<file path="src/verilog/slvm_pkg.sv">
package slvm_pkg;
  // register map (word addresses on the avalon bus, byte address = 4*index)
  localparam logic [3:0] SLVM_ADDR_CONTROL = 4'h0;
  localparam logic [3:0] SLVM_ADDR_FLAGS = 4'h1;
  localparam logic [3:0] SLVM_ADDR_IRQ_STATUS = 4'h2;
  localparam logic [3:0] SLVM_ADDR_IRQ_MASK = 4'h3;
  localparam int SLVM_ADDR_W = 4;

  // control register layout
  localparam int SLVM_THR_LSB = 0;
  localparam int SLVM_THR_W = 3;
  localparam int SLVM_EN_BIT = 4;
  localparam int SLVM_IND_BIT = 5;
  localparam logic [7:0] SLVM_CONTROL_RESET = 8'h00;

  // flags register layout
  localparam int SLVM_LVF_BIT = 0;
  localparam int SLVM_LVE_BIT = 1;
  localparam int SLVM_MFE_BIT = 2;
  localparam int SLVM_GIE_BIT = 3;
  localparam int SLVM_MFF_BIT = 4;

  // interrupt status layout
  localparam int SLVM_EV_FLAG = 0;
  localparam int SLVM_EV_WAKE = 1;
  localparam int SLVM_EV_W = 2;

  // timing
  localparam int SLVM_CLK_HZ = 40_000_000;
  localparam int SLVM_FLAG_DELAY_US = 15;
  localparam int SLVM_SETTLE_DELAY_US = 15;
  localparam int SLVM_FLAG_DELAY_CYC =
    SLVM_FLAG_DELAY_US * (SLVM_CLK_HZ / 1_000_000);
  localparam int SLVM_SETTLE_DELAY_CYC =
    SLVM_SETTLE_DELAY_US * (SLVM_CLK_HZ / 1_000_000);
  localparam int SLVM_CNT_W = 16;
endpackage

</file>
<file path="src/verilog/slvm_top.sv">
// Chosen here: the Avalon-MM register port and the placing of the registers.
`timescale 1ns/1ps
module slvm_top
  import slvm_pkg::*;
#(
  parameter int FLAG_DELAY_CYC = SLVM_FLAG_DELAY_CYC,
  parameter int SETTLE_DELAY_CYC = SLVM_SETTLE_DELAY_CYC
) (
  input wire logic i_mclk,
  input wire logic i_rst,
  input wire logic [SLVM_ADDR_W-1:0] i_avs_address,
  input wire logic i_avs_read,
  input wire logic i_avs_write,
  input wire logic [31:0] i_avs_writedata,
  input wire logic [3:0] i_avs_byteenable,
  input wire logic i_below_threshold,
  input wire logic i_stack_full,
  input wire logic i_irq_serviced,
  input wire logic i_sleeping,
  output logic [31:0] o_avs_readdata,
  output logic o_avs_waitrequest,
  output logic o_detector_on,
  output logic [SLVM_THR_W-1:0] o_threshold_select,
  output logic o_vector_request,
  output logic o_wake,
  output logic o_irq
);
  ////////////////////////////////////////////////////////////////////////
  // state
  logic en_q;
  logic en_d;
  logic [SLVM_THR_W-1:0] thr_q;
  logic [SLVM_THR_W-1:0] thr_d;
  logic ind_q;
  logic ind_d;
  logic lvf_q;
  logic lvf_d;
  logic lve_q;
  logic lve_d;
  logic mfe_q;
  logic mfe_d;
  logic gie_q;
  logic gie_d;
  logic mff_q;
  logic mff_d;
  logic [SLVM_EV_W-1:0] sts_q;
  logic [SLVM_EV_W-1:0] sts_d;
  logic [SLVM_EV_W-1:0] msk_q;
  logic [SLVM_EV_W-1:0] msk_d;
  logic ack_q;
  logic ack_d;
  logic [31:0] rdata_q;
  logic [31:0] rdata_d;
  logic vec_q;
  logic vec_d;
  logic wake_q;
  logic wake_d;
  logic irq_q;
  logic irq_d;
  logic settled;
  logic flag_due;
  logic flag_due_q;
  logic lvf_rise;

  ////////////////////////////////////////////////////////////////////////
  // delays
  // settle delay masks comparator chatter right after power-up
  slvm_delay u_settle (
    .i_mclk(i_mclk),
    .i_rst(i_rst),
    .i_level(en_q),
    .i_count(SLVM_CNT_W'(SETTLE_DELAY_CYC)),
    .o_done(settled)
  );

  slvm_delay u_flag (
    .i_mclk(i_mclk),
    .i_rst(i_rst),
    .i_level(ind_q),
    .i_count(SLVM_CNT_W'(FLAG_DELAY_CYC)),
    .o_done(flag_due)
  );

  ////////////////////////////////////////////////////////////////////////
  // bus and control
  logic req;
  logic wr_hit;
  logic rd_hit;
  logic sts_rd;
  logic flag_set;
  logic [SLVM_EV_W-1:0] ev;
  logic [7:0] rd_byte;
  logic wait_q;
  logic wait_d;

  // one access at a time: nothing is taken while an answer stands
  assign req = (i_avs_read | i_avs_write) & ~ack_q;
  // a write without its low byte lane does nothing
  assign wr_hit = req & i_avs_write & i_avs_byteenable[0];
  assign rd_hit = req & i_avs_read;
  assign sts_rd = rd_hit & (i_avs_address == SLVM_ADDR_IRQ_STATUS);
  // one flag set per completed delay: edge of done
  assign flag_set = flag_due & ~flag_due_q;
  // any low-to-high step of the flag, from hardware or software
  assign lvf_rise = lvf_d & ~lvf_q;

  ////////////////////////////////////////////////////////////////////////
  // register read mux
  // only the low byte carries register bits; the rest reads zero
  always_comb begin
    rd_byte = '0;
    unique case (i_avs_address)
      SLVM_ADDR_CONTROL: begin
        rd_byte[SLVM_IND_BIT] = ind_q;
        rd_byte[SLVM_EN_BIT] = en_q;
        rd_byte[SLVM_THR_LSB +: SLVM_THR_W] = thr_q;
      end
      SLVM_ADDR_FLAGS: begin
        rd_byte[SLVM_LVF_BIT] = lvf_q;
        rd_byte[SLVM_LVE_BIT] = lve_q;
        rd_byte[SLVM_MFE_BIT] = mfe_q;
        rd_byte[SLVM_GIE_BIT] = gie_q;
        rd_byte[SLVM_MFF_BIT] = mff_q;
      end
      SLVM_ADDR_IRQ_STATUS: rd_byte[SLVM_EV_W-1:0] = sts_q;
      SLVM_ADDR_IRQ_MASK: rd_byte[SLVM_EV_W-1:0] = msk_q;
      // unmapped words read as zero
      default: ;
    endcase
  end

  ////////////////////////////////////////////////////////////////////////
  // bus handshake: answer one cycle after taking, low for one cycle
  always_comb begin
    ack_d = req;
    // waitrequest is its own flop so the pin comes straight from one
    wait_d = ~req;
    rdata_d = rdata_q;
    // readdata holds until the next read is taken
    if (rd_hit) begin
      rdata_d = 32'(rd_byte);
    end
  end

  always_ff @(posedge i_mclk or posedge i_rst) begin
    if (i_rst) begin
      ack_q <= 1'b0;
      wait_q <= 1'b1;
      rdata_q <= '0;
    end else begin
      ack_q <= ack_d;
      wait_q <= wait_d;
      rdata_q <= rdata_d;
    end
  end

  ////////////////////////////////////////////////////////////////////////
  // detector control
  always_comb begin
    en_d = en_q;
    // threshold code goes straight out to the comparator reference
    thr_d = thr_q;
    // indication only valid when detector running and settled
    ind_d = en_q & settled & i_below_threshold;
    // bits 7, 6 and 3 have no storage, so writes to them vanish
    if (wr_hit && (i_avs_address == SLVM_ADDR_CONTROL)) begin
      en_d = i_avs_writedata[SLVM_EN_BIT];
      thr_d = i_avs_writedata[SLVM_THR_LSB +: SLVM_THR_W];
    end
  end

  always_ff @(posedge i_mclk or posedge i_rst) begin
    if (i_rst) begin
      en_q <= SLVM_CONTROL_RESET[SLVM_EN_BIT];
      thr_q <= SLVM_CONTROL_RESET[SLVM_THR_LSB +: SLVM_THR_W];
      ind_q <= SLVM_CONTROL_RESET[SLVM_IND_BIT];
    end else begin
      en_q <= en_d;
      thr_q <= thr_d;
      ind_q <= ind_d;
    end
  end

  ////////////////////////////////////////////////////////////////////////
  // request flag and enables
  // all five bits read back as written, unless hardware moves them
  always_comb begin
    lvf_d = lvf_q;
    lve_d = lve_q;
    mfe_d = mfe_q;
    gie_d = gie_q;
    mff_d = mff_q;
    if (wr_hit && (i_avs_address == SLVM_ADDR_FLAGS)) begin
      lvf_d = i_avs_writedata[SLVM_LVF_BIT];
      lve_d = i_avs_writedata[SLVM_LVE_BIT];
      mfe_d = i_avs_writedata[SLVM_MFE_BIT];
      gie_d = i_avs_writedata[SLVM_GIE_BIT];
      mff_d = i_avs_writedata[SLVM_MFF_BIT];
    end
    // servicing clears only the multi-function flag and global enable
    if (i_irq_serviced) begin
      mff_d = 1'b0;
      gie_d = 1'b0;
    end
    // hardware set wins over software clear; also works while asleep
    if (flag_set) begin
      lvf_d = 1'b1;
      mff_d = 1'b1;
    end
  end

  always_ff @(posedge i_mclk or posedge i_rst) begin
    if (i_rst) begin
      lvf_q <= 1'b0;
      lve_q <= 1'b0;
      mfe_q <= 1'b0;
      gie_q <= 1'b0;
      mff_q <= 1'b0;
      flag_due_q <= 1'b0;
    end else begin
      lvf_q <= lvf_d;
      lve_q <= lve_d;
      mfe_q <= mfe_d;
      gie_q <= gie_d;
      mff_q <= mff_d;
      flag_due_q <= flag_due;
    end
  end

  ////////////////////////////////////////////////////////////////////////
  // event status, mask and level interrupt
  always_comb begin
    // mask bits only gate the pin, never the status bits
    msk_d = msk_q;
    sts_d = sts_q;
    ev = '0;
    ev[SLVM_EV_FLAG] = lvf_rise;
    // the wake event marks a flag raise seen while the core sleeps
    ev[SLVM_EV_WAKE] = lvf_rise & i_sleeping;
    if (wr_hit && (i_avs_address == SLVM_ADDR_IRQ_MASK)) begin
      msk_d = i_avs_writedata[SLVM_EV_W-1:0];
    end
    // clear first, so an event in the clearing cycle is kept
    if (sts_rd) begin
      sts_d = '0;
    end
    sts_d = sts_d | ev;
    // from next values, so the pin follows its status bits with no lag
    irq_d = |(sts_d & msk_d);
  end

  always_ff @(posedge i_mclk or posedge i_rst) begin
    if (i_rst) begin
      sts_q <= '0;
      msk_q <= '0;
      irq_q <= 1'b0;
    end else begin
      sts_q <= sts_d;
      msk_q <= msk_d;
      irq_q <= irq_d;
    end
  end

  ////////////////////////////////////////////////////////////////////////
  // vector request and wake pulse
  always_comb begin
    // one cycle late: the stack input is sampled with the enables
    vec_d = gie_q & lve_q & mfe_q & lvf_q & ~i_stack_full;
    // wake ignores the lve, mfe and gie enables; the detector enable gates only the hardware flag set
    wake_d = lvf_rise;
  end

  always_ff @(posedge i_mclk or posedge i_rst) begin
    if (i_rst) begin
      vec_q <= 1'b0;
      wake_q <= 1'b0;
    end else begin
      vec_q <= vec_d;
      wake_q <= wake_d;
    end
  end

  assign o_avs_readdata = rdata_q;
  assign o_avs_waitrequest = wait_q;
  assign o_detector_on = en_q;
  assign o_threshold_select = thr_q;
  assign o_vector_request = vec_q;
  assign o_wake = wake_q;
  assign o_irq = irq_q;
endmodule

</file>
<file path="src/verilog/slvm_delay.sv">
`timescale 1ns/1ps
// counts consecutive cycles of i_level; o_done high once the count is met
module slvm_delay
  import slvm_pkg::*;
(
  input wire logic i_mclk,
  input wire logic i_rst,
  input wire logic i_level,
  input wire logic [SLVM_CNT_W-1:0] i_count,
  output logic o_done
);
  logic [SLVM_CNT_W-1:0] cnt_q;
  logic [SLVM_CNT_W-1:0] cnt_d;
  logic done_q;
  logic done_d;

  always_comb begin
    cnt_d = cnt_q;
    done_d = done_q;
    if (!i_level) begin
      cnt_d = '0;
      done_d = 1'b0;
    end else if (cnt_q < i_count) begin
      cnt_d = cnt_q + 1'b1;
    end else begin
      done_d = 1'b1;
    end
  end

  always_ff @(posedge i_mclk or posedge i_rst) begin
    if (i_rst) begin
      cnt_q <= '0;
      done_q <= 1'b0;
    end else begin
      cnt_q <= cnt_d;
      done_q <= done_d;
    end
  end

  assign o_done = done_q;
endmodule

</file>
<file path="config.mk">
export PLATFORM = sky130hd
export DESIGN_NAME = slvm_top
export DESIGN_NICKNAME = d
export VERILOG_FILES = /design/src/verilog/slvm_pkg.sv /design/src/verilog/slvm_top.sv /design/src/verilog/slvm_delay.sv
export SDC_FILE = /design/constraint.sdc
export NUM_CORES = 1
export LEC_CHECK = 0
export ABC_AREA = 1
export BUFFER_PORTS_ARGS = -buffer_cell sky130_fd_sc_hd__buf_2
export CAP_MARGIN = 20
export CELL_PAD_IN_SITES_DETAIL_PLACEMENT = 1
export CELL_PAD_IN_SITES_GLOBAL_PLACEMENT = 1
export CORE_AREA = 4 4 109 85
export CTS_CLUSTER_SIZE = 40
export DETAILED_ROUTE_END_ITERATION = 8
export DIE_AREA = 0 0 113 89
export GPL_TIMING_DRIVEN = 0
export PLACE_DENSITY = 0.91
export SKIP_LAST_GASP = 1
export SYNTH_ARGS = -nofsm -noshare
export SYNTH_HDL_FRONTEND = slang
export SYNTH_SLANG_ARGS = --single-unit
</file>
<file path="constraint.sdc">
create_clock -name i_mclk -period 2.55 [get_ports i_mclk]
set_clock_uncertainty 0.15 [all_clocks]
set_input_delay 0.3825 -clock i_mclk [delete_from_list [all_inputs] [get_ports i_mclk]]
set_output_delay 0.3825 -clock i_mclk [all_outputs]
set_load 0.05 [all_outputs]
</file>
==> metrics list <==
* Met1 usage: 18.14%
- Critical path's slowest cell: sky130_fd_sc_hd__dfstp_2
- The post-route netlist has between 20% and 30% of its cells at a drive strength greater than 1.
- Worst-Skew Late Latency: around 0.33 ns
- The final number of max-transition violations came to 0.
- Remaining global-route overflow: 0
* Number of standard-cell rows in the floorplan: 29
- The signal on the critical path passes through buf_2.
- The floorplan step defined a die boundary enclosing ~10,000 um^2.
- After global routing, the most crowded layer is met2.
* Critical Path Source Type: register
* Average wire per cell in the routed design: between 10 and 15 um
- PortBufs: 31
- Sequential area share after synthesis: between 40% and 50%
* Data arrival time of the worst path: 1.10 ns
- GRT Resource Usage Total: between 10% and 20%
* Power Density: roughly 630 nW/um^2
* Pin count of the biggest net entering global routing: 32
- Length of the first detailed-routing pass in iterations: 4
- Data required time at the worst endpoint: a little over 2 ns
* Failing checks: hold timing
- Worst reg2reg path depth: 7
- For this run, design rule violations remaining after detail routing come to 0.
- Adder-Cell Fraction of Synth Area: less than 1%
- Detailed-route wire length: between 7000 and 8000 um
- From left edge to right edge, the die measures 113 um.
* Area of the core region: 8237 um^2
- Top Family by Delay on Critical Path: flip-flops
- Mean post-synth cell area: between 8 and 9 um^2
- Fillers: ~1,000
* Total number of vias: about 2,400
* Vias per cell: about 4.5
- Number of top-level pins: just under 90
- For the finished layout, the period the worst path requires is approximately 1.6 ns.
- Once layout is complete, the utilization of the core stands at roughly 44%.
- Hold buffers post-CTS: 0
* Number of flops mapped to enable cells by yosys: 0
- After the first detailed-routing iteration, the DRC count stood at between 100 and 150.
* Post-Synth Simple-Gate Area: a little over a quarter
- Flip-flop cell with the highest count after synthesis: sky130_fd_sc_hd__dfrtp_1
* Global routing met2 resource utilization: between 20% and 30%
- Dominant combinational cell family by area after synthesis: simple AND/OR/NAND/NOR gates
- The most critical setup path has its startpoint at o_avs_waitrequest$_DFF_PP1_.
- Setup violations remaining at the end of the flow were counted as 0.
- Number of clock buffers inserted by TritonCTS: 9
* Number of buffers between clock root and the deepest sink: 2
* H-Tree Level Count: 3
- Post-Syn Instances: about 370
- Area Growth Syn to Fin: 18.41%
* Mux cell area share after synthesis: 0%
- The library cell used most frequently in the layout, excluding fill and tap cells, is sky130_fd_sc_hd__nand2_1.
- Post-detailed-route count of antenna-violating nets: 0
- Die span in y: 89 um
- CTS clk-pin slew, worst paths: ~0.06 ns
- The worst register-to-register path ends at u_flag.cnt_q[6]$_DFFE_PP0P_.
* Distinct cells, synth: 34
- Share of the synthesized area in compound gates (AO/OA/AOI/OAI): under 10%
- Setup TNS after final layout: 0 ns
- Worst-case headroom to the max-slew limit: about 57%
* Buffering stage count on the worst path with inverters included: 1
- Half-perimeter wire length after detailed placement: around 5400 um
* FF+latch count, synth: 60
- Final hold analysis gives a worst-case slack of -0.01727 ns.
* Setup repair after global routing missed its margin: no
- The via count of the first global-routing pass came to between 2,000 and 3,000.
- Yosys printed 0 warnings.
* Synth Area in XOR/XNOR: roughly 3.1%
* Outcome: finished, violations left
* Maximum vdd ir drop: between 0.0002 and 0.00025 V
* Wire length of the first global-routing pass: around 12,000 um
* Buffer count from post-CTS setup fixing: 0
- Cell area after synthesis: roughly 3100 um^2
* Post_cts resized: 0
- Routability-driven placement finished with a final weighted congestion of 0.8393.
- Routing usage on met3: 5.210%
- Starting density of the core: 37.37%
- Root buffer cell: sky130_fd_sc_hd__clkbuf_8
- The critical path is of the reg2out type.
- Post-route clock period utilization: between 60% and 70%
- Min-Delay Path Class: in2async
- Pre-CTS setup slack: approximately 0.88 ns
- The repair_antennas step left the layout with diodes totalling 0.
- The worst setup path is captured at a primary output.
* Final Hold Vio Count: 28
- The number of antenna violations at the first check in global routing was 0.
* Leakage power summed over all cells: 2.048 nW
- Of all nets on the critical path, the largest fanout is 1.
- The setup check on the worst reg-to-reg path leaves a slack of between 0.9 and 1 ns.
- At the end of the flow, the number of nets in the layout was 484.
* Max stage delay on crit path: slightly above 0.5 ns
- Highest achievable clock rate: roughly 600 MHz
- The startpoint identified for the worst register-to-register timing path is u_flag.cnt_q[6]$_DFFE_PP0P_.
- Number of sinks handled by clock tree synthesis: 60
- Across the run, the number of max-cap violations was 0.
- Fraction of registers with async set or reset after synthesis: 100.0%
- In the layout the commonest cells are 100 x sky130_fd_sc_hd__nand2_1, 59 x sky130_fd_sc_hd__dfrtp_1, 48 x sky130_fd_sc_hd__inv_1.
* Worst-case setup margin in the final layout: a little over 0.9 ns
- TritonCTS clock tree: built
- Slew at the pin with the worst max-slew slack: around 0.64 ns
metal layers:
metal / vias to the layer above / wire [um]
li1: 1213 / -
met1: 1189 / 3059
met2: 37 / 3593
met3: 8 / 289
met4: 0 / 63
met5: - / 0
worst max-delay path by stage:
stage | endpoint | slack [ns] | depth (start not counted)
2_1_floorplan | ack_q$_DFF_PP0_ | 0.53 | 1
3_3_place_gp | o_wake$_DFF_PP0_ | -0.21 | 2
3_5_place_dp | o_threshold_select[0]$_DFFE_PP0P_ | 0.88 | 7
4_1_cts | o_avs_waitrequest | 0.89 | 1
5_1_grt | u_flag.cnt_q[8]$_DFFE_PP0P_ | 0.84 | 7
6_report | o_avs_waitrequest | 0.92 | 1
kinds of logic after synthesis:
kind of cell	count (synthesis)
compound gates	32
xor+xnor	11
fa+ha+maj	2
buf+inv	82
flops	60
other cells	1
simple gates	178
cell usage after synthesis, drive strengths merged, types with 2 or more instances:
master | instances | area share, %
dfrtp | 59 | 48
ha | 2 | 0.81
buf | 30 | 7.4
nand3 | 20 | 3.9
nor3 | 7 | 2.2
o21ai | 25 | 4.8
a21oi | 2 | 0.33
inv | 51 | 6.2
nand4 | 4 | 0.81
xor2 | 10 | 2.8
nand2 | 110 | 15
nor2 | 36 | 5.1
flip-flops by register name (all words and copies together), names as in the netlist, 2 cells and up:
signal              count
o_threshold_select      3
u_settle.cnt_q         16
u_flag.cnt_q           16
msk_q                   2
o_avs_readdata          6
sts_q                   2
power by group:
part | switching [mW] | internal, mW | leakage, nW
clock network | 0.353 | 0.378 | 0.0844
registers | 0.0589 | 1.03 | 0.804
logic | 0.337 | 0.129 | 1.16
layout make-up:
type	instances	area (um^2)	share of cell area, %
tap	108	135.1	3.708
clock inverter	2	10.01	0.2746
inverter	52	196.4	5.390
clock buffer	14	152.6	4.188
timing repair buffer	32	175.2	4.806
buffer	30	226.5	6.214
sequential	60	1503	41.23
multi-input combinational	249	1246	34.19
per-stage QoR:
| stage | cells | total power, mW | area (um^2) |
|---|---|---|---|
| after detailed placement | 531 | 1.572 | 3482 |
| after floorplan | 391 | 1.461 | 3172 |
| after global placement | 530 | 1.545 | 3462 |
| after global routing | 547 | 2.413 | 3645 |
| after CTS | 547 | 2.314 | 3645 |
| final | 547 | 2.281 | 3645 |
Note: power is estimated with default switching activity, not from simulation.
